`src/verilog/mses_params.svh`:
```
`ifndef MSES_PARAMS_SVH
`define MSES_PARAMS_SVH
// ----------------------------------------------------------------
// register indices, byte address is four times the index
// ----------------------------------------------------------------
`define MSES_IDX_ST0 14'h0402
`define MSES_IDX_ST1 14'h0403
`define MSES_IDX_MASK0 14'h0404
`define MSES_IDX_MASK1 14'h0405
`define MSES_IDX_CFG 14'h0406
`define MSES_IDX_POWER_INTERVAL_COUNT 14'h0407
`define MSES_IDX_ENERGY_INTERVAL_COUNT 14'h0408
`define MSES_IDX_SOFT_RST 14'h0409
// ----------------------------------------------------------------
// field positions
// ----------------------------------------------------------------
`define MSES_ST0_EGY 0
`define MSES_ST0_ACT_LO 1
`define MSES_ST0_REACT_LO 4
`define MSES_ST0_PULSE_LO 7
`define MSES_ST1_FATAL_C 31
`define MSES_ST1_CORR 30
`define MSES_ST1_FATAL_B 29
`define MSES_ST1_FATAL_A 28
`define MSES_ST0_W1C 32'h0000_07ff
`define MSES_ST1_W1C 32'hc000_0000
`define MSES_ST1_FATAL 32'hb000_0000
`define MSES_CFG_MASK 32'h0000_0003
// ----------------------------------------------------------------
// reset values
// ----------------------------------------------------------------
`define MSES_MASK_RST 32'h0000_0000
`define MSES_CFG_RST 2'h0
`define MSES_POWER_INTERVAL_COUNT_RST 24'h0000ff
`define MSES_ENERGY_INTERVAL_COUNT_RST 24'h0000ff
`endif

```
`src/verilog/mses_pkg.sv`:
```
package mses_pkg;
    // per-phase sign bits from the power datapath, index 0 is phase a
    typedef struct packed {
        logic [2:0] act_total;
        logic [2:0] act_fund;
        logic [2:0] react_total;
        logic [2:0] react_fund;
    } mses_power_sign_t;

    // fault events: fatal[2] is c, fatal[1] is b, fatal[0] is a
    typedef struct packed {
        logic [2:0] fatal;
        logic corrected;
    } mses_fault_t;

    // energy_power_config fields
    typedef struct packed {
        logic timer_unit;
        logic sign_source;
    } mses_cfg_t;
endpackage : mses_pkg

```
`src/verilog/mses_sign_tracker.sv`:
```
`timescale 1ns/1ns
module mses_sign_tracker #(
    parameter int N = 3
) (
    input logic pclk, // bus clock
    input logic presetn, // async reset, active low
    input logic clear, // soft reset pulse
    input logic update, // accumulator refresh strobe
    input logic [N-1:0] sign, // sign bits, one a channel
    output logic [N-1:0] flip // pulse: sign differs from last refresh
);
    logic [N-1:0] prev_ff;
    logic seen_ff;

    // first refresh only arms the tracker, there is nothing to compare
    assign flip = (update && seen_ff) ? (sign ^ prev_ff) : '0;

    // remember the sign seen at each refresh
    always_ff @(posedge pclk or negedge presetn) begin
        if (!presetn) begin
            prev_ff <= '0;
            seen_ff <= 1'b0;
        end else if (clear) begin
            prev_ff <= '0;
            seen_ff <= 1'b0;
        end else if (update) begin
            prev_ff <= sign;
            seen_ff <= 1'b1;
        end
    end
endmodule : mses_sign_tracker

```
`src/verilog/mses_pulse_polarity.sv`:
```
`timescale 1ns/1ns
module mses_pulse_polarity #(
    parameter int N = 4
) (
    input logic pclk, // bus clock
    input logic presetn, // async reset, active low
    input logic clear, // soft reset pulse
    input logic [N-1:0] pin, // pulse outputs, asynchronous
    input logic [N-1:0] sign, // energy sign of the pulse, 1 negative
    output logic [N-1:0] flip // pulse: polarity differs from last
);
    logic [N-1:0] s1_ff;
    logic [N-1:0] s2_ff;
    logic [N-1:0] s3_ff;
    logic [N-1:0] prev_ff;
    logic [N-1:0] seen_ff;
    logic [N-1:0] fall;

    // high to low on the synchronised pin marks an issued pulse
    assign fall = s3_ff & ~s2_ff;
    assign flip = fall & seen_ff & (sign ^ prev_ff);

    // two flops before any logic reads the pin
    always_ff @(posedge pclk or negedge presetn) begin
        if (!presetn) begin
            s1_ff <= '0;
            s2_ff <= '0;
            s3_ff <= '0;
        end else begin
            s1_ff <= pin;
            s2_ff <= s1_ff;
            s3_ff <= s2_ff;
        end
    end

    // each output keeps the polarity of its own last pulse
    always_ff @(posedge pclk or negedge presetn) begin
        if (!presetn) begin
            prev_ff <= '0;
            seen_ff <= '0;
        end else if (clear) begin
            prev_ff <= '0;
            seen_ff <= '0;
        end else begin
            prev_ff <= (prev_ff & ~fall) | (sign & fall);
            seen_ff <= seen_ff | fall;
        end
    end
endmodule : mses_pulse_polarity

```
`src/verilog/mses_status.sv`:
```
`timescale 1ns/1ns
`include "mses_params.svh"
module mses_status #(
    parameter int CNT_W = 24
) (
    input logic pclk, // bus clock, 250 mhz
    input logic presetn, // async reset, active low
    input logic [15:0] paddr, // apb byte address
    input logic psel, // apb select
    input logic penable, // apb access phase
    input logic pwrite, // apb direction, 1 write
    input logic [31:0] pwdata, // apb write data
    output logic [31:0] prdata, // apb read data
    output logic pready, // apb ready
    output logic pslverr, // apb error, unmapped address
    input logic [3:0] pulse_out, // pulse_out_1..4 pins
    input logic [3:0] pulse_sign, // sign carried by each pulse
    input logic sample_8k, // one pulse per 8 ksps sample
    input logic line_cycle, // one pulse per line cycle
    input mses_pkg::mses_power_sign_t power_sign, // phase signs
    input mses_pkg::mses_fault_t fault_event, // fault pulses
    output logic irq, // level, unmasked flag set
    output logic nmi, // level, fatal fault flag set
    output logic power_refresh, // pulse, power accumulators refresh
    output logic energy_refresh // pulse, energy accumulators update
);
    // ----------------------------------------------------------------
    // functions
    // ----------------------------------------------------------------
    function automatic logic [15:0] idx2addr(input logic [13:0] idx);
        return {idx, 2'b00};
    endfunction : idx2addr

    // interval ends on the event that meets the programmed count
    function automatic logic at_end(input logic ev,
                                    input logic [CNT_W-1:0] cnt,
                                    input logic [CNT_W-1:0] lim);
        return ev && (cnt == lim);
    endfunction : at_end

    // ----------------------------------------------------------------
    // state
    // ----------------------------------------------------------------
    logic [31:0] st0_ff;
    logic [31:0] st1_ff;
    logic [31:0] mask0_ff;
    logic [31:0] mask1_ff;
    mses_pkg::mses_cfg_t cfg_ff;
    logic [CNT_W-1:0] power_interval_count_ff;
    logic [CNT_W-1:0] energy_interval_count_ff;
    logic [CNT_W-1:0] pwr_cnt_ff;
    logic [CNT_W-1:0] egy_cnt_ff;
    logic pwr_refresh_ff;
    logic egy_refresh_ff;
    logic srst_ff;
    logic [31:0] prdata_ff;
    logic pready_ff;
    logic pslverr_ff;
    logic irq_ff;
    logic nmi_ff;
    logic [31:0] nxt_st0;
    logic [31:0] nxt_st1;

    // ----------------------------------------------------------------
    // apb decode
    // ----------------------------------------------------------------
    logic acc;
    logic done;
    logic wr;
    logic hit_st0;
    logic hit_st1;
    logic hit_mask0;
    logic hit_mask1;
    logic hit_cfg;
    logic hit_pwr;
    logic hit_egy;
    logic hit_srst;
    logic mapped;
    logic [31:0] rd_data;

    // answer one cycle into the access phase; the write lands on the
    // edge at which the master sees pready high
    assign acc = psel && penable;
    assign done = acc && pready_ff;
    assign wr = done && pwrite && !pslverr_ff;
    assign hit_st0 = paddr == idx2addr(`MSES_IDX_ST0);
    assign hit_st1 = paddr == idx2addr(`MSES_IDX_ST1);
    assign hit_mask0 = paddr == idx2addr(`MSES_IDX_MASK0);
    assign hit_mask1 = paddr == idx2addr(`MSES_IDX_MASK1);
    assign hit_cfg = paddr == idx2addr(`MSES_IDX_CFG);
    assign hit_pwr = paddr == idx2addr(`MSES_IDX_POWER_INTERVAL_COUNT);
    assign hit_egy = paddr == idx2addr(`MSES_IDX_ENERGY_INTERVAL_COUNT);
    assign hit_srst = paddr == idx2addr(`MSES_IDX_SOFT_RST);
    assign mapped = |{hit_st0, hit_st1, hit_mask0, hit_mask1,
                      hit_cfg, hit_pwr, hit_egy, hit_srst};

    // read mux; soft reset register reads as zero
    assign rd_data = hit_st0 ? st0_ff :
                     hit_st1 ? st1_ff :
                     hit_mask0 ? mask0_ff :
                     hit_mask1 ? mask1_ff :
                     hit_cfg ? {30'h0000_0000, cfg_ff} :
                     hit_pwr ? 32'(power_interval_count_ff) :
                     hit_egy ? 32'(energy_interval_count_ff) : 32'h0000_0000;

    // bus answer registers
    always_ff @(posedge pclk or negedge presetn) begin
        if (!presetn) begin
            pready_ff <= 1'b0;
            pslverr_ff <= 1'b0;
            prdata_ff <= 32'h0000_0000;
        end else begin
            pready_ff <= acc && !pready_ff;
            pslverr_ff <= acc && !pready_ff && !mapped;
            prdata_ff <= (acc && !pready_ff) ? rd_data : prdata_ff;
        end
    end

    // ----------------------------------------------------------------
    // configuration registers
    // ----------------------------------------------------------------
    always_ff @(posedge pclk or negedge presetn) begin
        if (!presetn) begin
            mask0_ff <= `MSES_MASK_RST;
            mask1_ff <= `MSES_MASK_RST;
            cfg_ff <= `MSES_CFG_RST;
            power_interval_count_ff <= CNT_W'(`MSES_POWER_INTERVAL_COUNT_RST);
            energy_interval_count_ff <= CNT_W'(`MSES_ENERGY_INTERVAL_COUNT_RST);
        end else if (wr) begin
            if (hit_mask0) mask0_ff <= pwdata & `MSES_ST0_W1C;
            if (hit_mask1) mask1_ff <= pwdata & `MSES_ST1_W1C;
            if (hit_cfg) cfg_ff <= pwdata[1:0];
            if (hit_pwr) power_interval_count_ff <= pwdata[CNT_W-1:0];
            if (hit_egy) energy_interval_count_ff <= pwdata[CNT_W-1:0];
        end
    end

    // soft reset is a one-cycle pulse; it clears every flag including
    // the read-only fatal a and b ones, which only it and presetn can clear
    always_ff @(posedge pclk or negedge presetn) begin
        if (!presetn) srst_ff <= 1'b0;
        else srst_ff <= wr && hit_srst && pwdata[0];
    end

    // ----------------------------------------------------------------
    // refresh interval counters
    // ----------------------------------------------------------------
    logic egy_ev;
    logic pwr_end;
    logic egy_end;

    // the unit bit picks samples or line cycles for the energy timer
    assign egy_ev = cfg_ff.timer_unit ? line_cycle : sample_8k;
    assign pwr_end = at_end(sample_8k, pwr_cnt_ff, power_interval_count_ff);
    assign egy_end = at_end(egy_ev, egy_cnt_ff, energy_interval_count_ff);

    // a count of n refreshes on event n+1; a new limit below the
    // running count takes effect once the counter wraps or a soft reset clears it
    always_ff @(posedge pclk or negedge presetn) begin
        if (!presetn) begin
            pwr_cnt_ff <= '0;
            egy_cnt_ff <= '0;
            pwr_refresh_ff <= 1'b0;
            egy_refresh_ff <= 1'b0;
        end else if (srst_ff) begin
            pwr_cnt_ff <= '0;
            egy_cnt_ff <= '0;
            pwr_refresh_ff <= 1'b0;
            egy_refresh_ff <= 1'b0;
        end else begin
            if (pwr_end) pwr_cnt_ff <= '0;
            else if (sample_8k) pwr_cnt_ff <= pwr_cnt_ff + 1'b1;
            if (egy_end) egy_cnt_ff <= '0;
            else if (egy_ev) egy_cnt_ff <= egy_cnt_ff + 1'b1;
            pwr_refresh_ff <= pwr_end;
            egy_refresh_ff <= egy_end;
        end
    end

    // ----------------------------------------------------------------
    // sign change detection
    // ----------------------------------------------------------------
    logic [2:0] act_sign;
    logic [2:0] react_sign;
    logic [2:0] act_flip;
    logic [2:0] react_flip;
    logic [3:0] pulse_flip;

    // one select bit steers both active and reactive monitoring
    assign act_sign = cfg_ff.sign_source ? power_sign.act_fund
                                         : power_sign.act_total;
    assign react_sign = cfg_ff.sign_source ? power_sign.react_fund
                                           : power_sign.react_total;

    mses_sign_tracker #(.N(3)) u_act (
        .pclk(pclk),
        .presetn(presetn),
        .clear(srst_ff),
        .update(pwr_refresh_ff),
        .sign(act_sign),
        .flip(act_flip)
    );

    mses_sign_tracker #(.N(3)) u_react (
        .pclk(pclk),
        .presetn(presetn),
        .clear(srst_ff),
        .update(pwr_refresh_ff),
        .sign(react_sign),
        .flip(react_flip)
    );

    mses_pulse_polarity #(.N(4)) u_pulse (
        .pclk(pclk),
        .presetn(presetn),
        .clear(srst_ff),
        .pin(pulse_out),
        .sign(pulse_sign),
        .flip(pulse_flip)
    );

    // ----------------------------------------------------------------
    // status flags
    // ----------------------------------------------------------------
    logic [31:0] set0;
    logic [31:0] set1;
    logic [31:0] clr0;
    logic [31:0] clr1;

    assign set0 = {21'h00_0000, pulse_flip, react_flip, act_flip,
                   egy_refresh_ff};
    assign set1 = {fault_event.fatal[2], fault_event.corrected,
                   fault_event.fatal[1:0], 28'h000_0000};
    // only writable bits clear; zeros and read-only bits are kept
    assign clr0 = (wr && hit_st0) ? (pwdata & `MSES_ST0_W1C) : '0;
    assign clr1 = (wr && hit_st1) ? (pwdata & `MSES_ST1_W1C) : '0;
    // a set in the clearing cycle wins over the clear
    assign nxt_st0 = (st0_ff & ~clr0) | set0;
    assign nxt_st1 = (st1_ff & ~clr1) | set1;

    always_ff @(posedge pclk or negedge presetn) begin
        if (!presetn) begin
            st0_ff <= 32'h0000_0000;
            st1_ff <= 32'h0000_0000;
        end else if (srst_ff) begin
            st0_ff <= 32'h0000_0000;
            st1_ff <= 32'h0000_0000;
        end else begin
            st0_ff <= nxt_st0;
            st1_ff <= nxt_st1;
        end
    end

    // interrupt lines; the fatal line ignores the mask
    always_ff @(posedge pclk or negedge presetn) begin
        if (!presetn) begin
            irq_ff <= 1'b0;
            nmi_ff <= 1'b0;
        end else begin
            irq_ff <= |(st0_ff & mask0_ff) || |(st1_ff & mask1_ff);
            nmi_ff <= |(st1_ff & `MSES_ST1_FATAL);
        end
    end

    assign prdata = prdata_ff;
    assign pready = pready_ff;
    assign pslverr = pslverr_ff;
    assign irq = irq_ff;
    assign nmi = nmi_ff;
    assign power_refresh = pwr_refresh_ff;
    assign energy_refresh = egy_refresh_ff;
endmodule : mses_status

```
`config.mk`:
```
export PLATFORM = sky130hd
export DESIGN_NAME = mses_status
export DESIGN_NICKNAME = d
export VERILOG_FILES = /design/src/verilog/mses_pkg.sv /design/src/verilog/mses_sign_tracker.sv /design/src/verilog/mses_pulse_polarity.sv /design/src/verilog/mses_status.sv
export VERILOG_INCLUDE_DIRS = /design/src /design/src/verilog
export SDC_FILE = /design/constraint.sdc
export NUM_CORES = 1
export LEC_CHECK = 0
export ABC_AREA = 1
export BUFFER_PORTS_ARGS = -buffer_cell sky130_fd_sc_hd__buf_4
export CAP_MARGIN = 5
export CORE_MARGIN = 1
export CORE_UTILIZATION = 55
export DETAILED_ROUTE_END_ITERATION = 7
export PLACE_DENSITY = 0.82
export SLEW_MARGIN = 40
export SYNTH_ARGS = -nofsm -noshare
export SYNTH_HDL_FRONTEND = slang
export SYNTH_SLANG_ARGS = --single-unit
```
`constraint.sdc`:
```
create_clock -name pclk -period 3.4 [get_ports pclk]
set_clock_uncertainty 0.05 [all_clocks]
set_input_delay 0.68 -clock pclk [delete_from_list [all_inputs] [get_ports pclk]]
set_output_delay 0.68 -clock pclk [all_outputs]
set_load 0.02 [all_outputs]
```
==> results of run 1 <==
==> how the worst max path moves through the flow <==
stage	from	endpoint	slack, ps
global placement	paddr[1]	prdata[15]	990
finish	pwr_cnt_ff[0]	pwr_cnt_ff[10]	1320
global route	pwr_cnt_ff[0]	pwr_cnt_ff[10]	1120
detailed placement	sample_8k	egy_cnt_ff[23]	950
CTS	pwr_cnt_ff[0]	pwr_cnt_ff[10]	1330
floorplan	paddr[1]	mask0_ff[1]	1480
==> cells by family after synthesis <==
group                    after synthesis  share of synthesized area, %
AND/OR/NAND/NOR                      941                          36.5
buffers and inverters                220                          8.78
flip-flops                           188                          43.7
AO/OA/AOI/OAI                        130                          6.30
XOR/XNOR                              42                          3.40
multiplexers                          10                          1.04
adder cells (fa/ha/maj)                2                         0.232
other                                  1                        0.0347
==> critical path, stage by stage (launching register included) <==
cell and delay (ps):
dfrtp_1 480, ha_1 340, nand2_1 100, nor2_2 270
nand2_1 180, nor2_1 160, xor2_1 180, inv_1 60
nand4_1 90, nand2_1 60
==> cell type report <==
class,instances,area [um^2],area share (%)
inverters,170,638,5.14
flip-flops and latches,188,4720,38.1
repair buffers,123,942,7.59
well taps,260,325,2.62
multi-input cells,1129,5140,41.4
clock inverters,15,214,1.72
clock buffers,17,425,3.43
==> metal layers <==
metal  share of wire (%)  vias up  track usage, %  wire length (um)
li1                    -     4997               -                 -
met1                  43     4764            41.5             12800
met2                  48      359            51.4             14200
met3                 6.3       63            5.11              1870
met4                 2.9        0            10.8               872
met5                   0        -               0                 0
==> report_power, final <==
group	internal [W]	leakage [nW]	switching, W
Combinational	0.000288	3.77	0.000526
Clock	0.00104	0.308	0.00110
Sequential	0.00234	2.37	0.000125
==> flip-flops by register name, summed over array words and instances (netlist names), 11 cells and up <==
name and cells:
mask0_ff 11, power_interval_count_ff 24, prdata 28, egy_cnt_ff 24, energy_interval_count_ff 24, st0_ff 11
pwr_cnt_ff 24
==> layout by cell type, fill, tap and decap left out, drive strengths merged <==
cell	instances
conb	4
nor2	208
a31oi	1
dfstp	16
xor2	41
nor3b	1
a21oi	28
mux2	10
nand4	33
buf	122
nor3	19
o22ai	5
xnor2	1
nor4b	1
a221oi	1
o21ai	94
nand2	568
inv	179
dfrtp	172
a22o	1
clkbuf	18
clkinv	6
ha	2
nand3	107
nand3b	4
==> metrics by stage <==
step	instances	power (W)	util (%)
floorplan	1537	0.00300	-
global placement	1870	0.00329	62.1
detailed placement	1870	0.00331	62.1
CTS	1902	0.00543	65.5
global route	1902	0.00563	65.5
finish	1902	0.00541	65.5
==> impl_metrics.tcl, run 1 <==
set metrics [dict create \
    run_status "finished, final reports clean" \
    r2r_end "pwr_cnt_ff[10]" \
    grt.overflow.total 0 \
    grt_max_degree 81 \
    fin_nets 1710 \
    synth_area_leaders "dfrtp_1 40%, nand2_1 20%, nor2_1 6.6%, inv_1 5.6%, nand3_1 4.6%" \
    critPathCaptureType "flop" \
    antenna_left 0 \
    dpl_cell_area_um2 11800 \
    reg2reg_from "pwr_cnt_ff[0]" \
    fp.dieW_um 142 \
    insertion_delay_ps 450 \
    first_iter_violations 950 \
    ys_warn_count 0 \
    finalSetupTns_ps 0 \
    cts.sinks 188 \
    grt_pass1_vias 9671 \
    port-buffer-count 106 \
    drv_cap 0 \
    synth.distinct_cells 37 \
    cts_root_buf "clkbuf_16" \
    reg2regPathDepth 9 \
    wire_per_inst_um 15.6 \
    cp.required_ps 3680 \
    post-route-period-util_pct 61.2 \
    layout_min_cycle_time_ps 2080 \
    synth_top_area_cell "dfrtp_1" \
    start_util_pct 57.0 \
    whs_ps 41.3 \
    dr_total_vias 10200 \
    ys_seq_area_share_pct 43.7 \
    ir_drop_uv 407 \
    fmax_ghz 0.480 \
    pin_count 117 \
    cts-htree-levels 4 \
    rows 50 \
    cts_tree "yes" \
    wl_mm 29.7 \
    synthCells 1534 \
    p_per_area_nw_per_um2 436 \
    dp_slack_ps 952 \
    grt_pass1_wl_mm 48.8 \
    n_fill_cell 1683 \
    critical_path_class "flop to flop" \
    dieArea_um2 20200 \
    ys_seq_elements 188 \
    grt_use_total_pct 31.1 \
    syn_to_final_growth_pct 14.9 \
    ys_dominant_reg_cell "dfrtp_1" \
    worst_slew_pin_slew_ps 692 \
    finalInstanceArea_um2 12400 \
    max-slew-margin-rel_pct 53.7 \
    syn_area_per_cell_um2 7.04 \
    worst_slack_ps 1320 \
    cts_resized 0 \
    cts_setup_buffers 0 \
    dp_hpwl_mm 22.4 \
    yosysMostFrequentCell "nand2_1" \
    viasPerCell 5.35 \
    final_layout_size_suffix_gt1_share_pct 13.0 \
    worstPathArrival_ps 2360 \
    firstDrtPassIters 5 \
    setup_violations 0 \
    synth_common_cells "564 x nand2_1, 191 x nor2_1, 172 x dfrtp_1" \
    path_max_fanout 7 \
    r2r_setup_slack_ps 1320 \
    holdBufCountCts 0 \
    clockBufferDepth 2 \
    drcViolationCount 0 \
    grt_antenna_before_repair 0 \
    async_flop_share_pct 100 \
    leakage_nw 6.45 \
    coreArea_um2 19000 \
    synth_area_um2 10800 \
    finalHoldViolations 0 \
    cts_buffers 17 \
    die_h_um 142 \
    yosys.area.top_type_share_pct 39.8 \
    worst_hold_path_type "input pin to asynchronous set/reset pin" \
    drv_slew 0 \
    rsz0062_at_grt "no" \
    synth-edff-count 0 \
    cp-start-kind "flop" \
    place_congestion 0.999 \
    clkTransAtPathRegs_ps 80 \
    num_antenna_cells 0 \
]
(Power assumes the default switching activity.)
==> run 2: changes to the inputs <==
==> constraint.sdc (replaced) <==
create_clock -name pclk -period 2.1 [get_ports pclk]
set_clock_uncertainty 0.05 [all_clocks]
set_input_delay 0.42 -clock pclk [delete_from_list [all_inputs] [get_ports pclk]]
set_output_delay 0.42 -clock pclk [all_outputs]
set_load 0.02 [all_outputs]
==> run 2 against run 1 <==
  * Worst hold slack worse by 25 ps
  * Sequential power rose by 63%
  * Die area unchanged
  * Critical path type unchanged
  * Global-route usage grew 0.78 points
  * Critical path depth rose by 1
  * Wire length up 3.9%
  * Largest power group unchanged
  * Clock power rose by 70%
  * Power up 66%
  * Via count is 1.5% higher
  * Cell area increased by 2.1%
  * Non-clock buffer count up 22
==> impl_metrics.tcl, run 2 (synthesis gave the netlist of run 1 again) <==
set metrics [dict create \
    wire_per_inst_um 16.1 \
    drv_slew 0 \
    drcViolationCount 0 \
    final_common_cell "nand2_1" \
    cts-htree-levels 4 \
    cpMostUsedCell "nand2_1" \
    finalSetupTns_ps 0 \
    dr_total_vias 10300 \
    cp-start-kind "flop" \
    setup_violations 0 \
    viasPerCell 5.37 \
    fp.dieW_um 142 \
    num_antenna_cells 0 \
    cts_root_buf "clkbuf_16" \
    first_iter_violations 750 \
    cts.sinks 188 \
    clkTransAtPathRegs_ps 90 \
    cts_buffers 17 \
    rows 50 \
    critPathCaptureType "flop" \
    combPwrFrac_pct 15.2 \
    grt_antenna_before_repair 0 \
    cts_tree "yes" \
    clockBufferDepth 2 \
    dieArea_um2 20200 \
    slowest_stage "dfrtp_1" \
    dp_hpwl_mm 23.8 \
    cts_setup_buffers 0 \
    critical_path_class "flop to flop" \
    p_per_area_nw_per_um2 711 \
    finalHoldViolations 0 \
    path_max_fanout 10 \
    worst_hold_path_type "input pin to flop" \
    ir_drop_uv 636 \
    place_congestion 0.967 \
    internal_power_w 0.00603 \
    p_sw_w 0.00297 \
    drv_cap 0 \
    post-route-period-util_pct 90.4 \
    grt_pass1_vias 9683 \
    grt_max_degree 54 \
    insertion_delay_ps 460 \
    worstPathArrival_ps 2190 \
    swShare_pct 33.0 \
    port-buffer-count 106 \
    coreArea_um2 19000 \
    final_layout_size_suffix_gt1_share_pct 14.1 \
    p_seq_share_pct 44.4 \
    path_cells "inv_1, nand2_1, nand2_1, nor2_1, nand3_1, nor2_1, nand3_2, buf_4, nand3b_1, nand2_1" \
    clockPowerShare_pct 40.4 \
    n_fill_cell 1668 \
    worst_slack_ps 202 \
    cp.required_ps 2390 \
    wl_mm 30.9 \
    grt_pass1_wl_mm 49.5 \
    run_status "finished, final reports clean" \
    final_cell_mix "564 x nand2_1, 191 x nor2_1, 172 x dfrtp_1" \
    rsz0062_at_grt "no" \
    layout_min_cycle_time_ps 1900 \
    leakage_nw 6.59 \
    antenna_left 0 \
    dp_slack_ps 36.7 \
    largest_register_ffs 28 \
    fmax_ghz 0.527 \
    pin_count 117 \
    firstDrtPassIters 8 \
    grt_use_total_pct 31.9 \
    grt.overflow.total 0 \
    die_h_um 142 \
    slowest_delay_ps 520 \
    start_util_pct 57.0 \
    syn_to_final_growth_pct 17.2 \
    fin_nets 1732 \
]
## run 2: cell count changes in the layout (fill, tap and decap cells not counted)
cell,delta
dlygate4sd3_1,+1
inv_16,+4
clkinv_8,-3
buf_4,+17
inv_12,+1
nand3_4,+1
nand3_2,-1
inv_6,-2
buf_12,+4
## run 2: power groups by stage
stage | sequential [W] | combinational (W) | clock [W]
after floorplan | 0.00400 | 0.000862 | 0
after global placement | 0.00404 | 0.00133 | 0
after detailed placement | 0.00406 | 0.00135 | 0
after CTS | 0.00399 | 0.00136 | 0.00367
after global routing | 0.00401 | 0.00154 | 0.00381
final | 0.00400 | 0.00137 | 0.00364
## run 2: cell type report
cell class / count / area [um^2] / area share [%]
Tap cell: 260 / 325 / 2.57
Multi-Input combinational cell: 1129 / 5150 / 40.7
Clock buffer: 17 / 425 / 3.36
Sequential cell: 188 / 4720 / 37.3
Clock inverter: 15 / 244 / 1.93
Inverter: 170 / 638 / 5.04
Timing Repair Buffer: 145 / 1160 / 9.16
## run 2: critical path: cells and delay by family (launching register included)
| kind | cells | cell delay [ps] |
|---|---|---|
| buffers and inverters | 2 | 390 |
| flip-flops | 1 | 520 |
| AND/OR/NAND/NOR | 8 | 840 |
## run 2: what timing repair did
action,in CTS,in global routing
endpoints found under the hold margin,46,0
resized for setup,0,1
hold buffers,1,0
setup endpoints to repair,0,8
## run 2: routing by layer
metal / share of wire (%) / track usage, % / up-vias
met5: 0 / 0 / -
met4: 2.7 / 11.1 / 0
met3: 6.6 / 4.95 / 70
met2: 48 / 52.5 / 380
met1: 43 / 42.8 / 4847
li1: - / - / 5034
## run 2: stage by stage
stage                     power [W]  util, %  instances  hold slack, ps  area (um^2)
after detailed placement    0.00541     63.2       1891             286        12000
after floorplan             0.00486        -       1537            74.4        10800
after global routing        0.00936     66.8       1924            1.55        12700
after global placement      0.00537     63.2       1891             281        12000
final                       0.00901     66.8       1924            16.1        12700
after CTS                   0.00902     66.8       1924            5.75        12700
## run 2: path summary, 6_finish.rpt
check / slack (ps) / cells past startpoint / start / to
setup / recovery: 200 / 10 / egy_cnt_ff[6] / egy_cnt_ff[20]
max in group asynchronous: 880 / 3 / presetn / power_interval_count_ff[4]
min in group asynchronous: 430 / 2 / presetn / prdata[29]
hold reg to reg: 310 / 0 / u_pulse.s1_ff[2] / u_pulse.s2_ff[2]
hold / removal: 20 / 1 / pulse_out[2] / u_pulse.s1_ff[2]
setup reg to reg: 200 / 10 / egy_cnt_ff[6] / egy_cnt_ff[20]
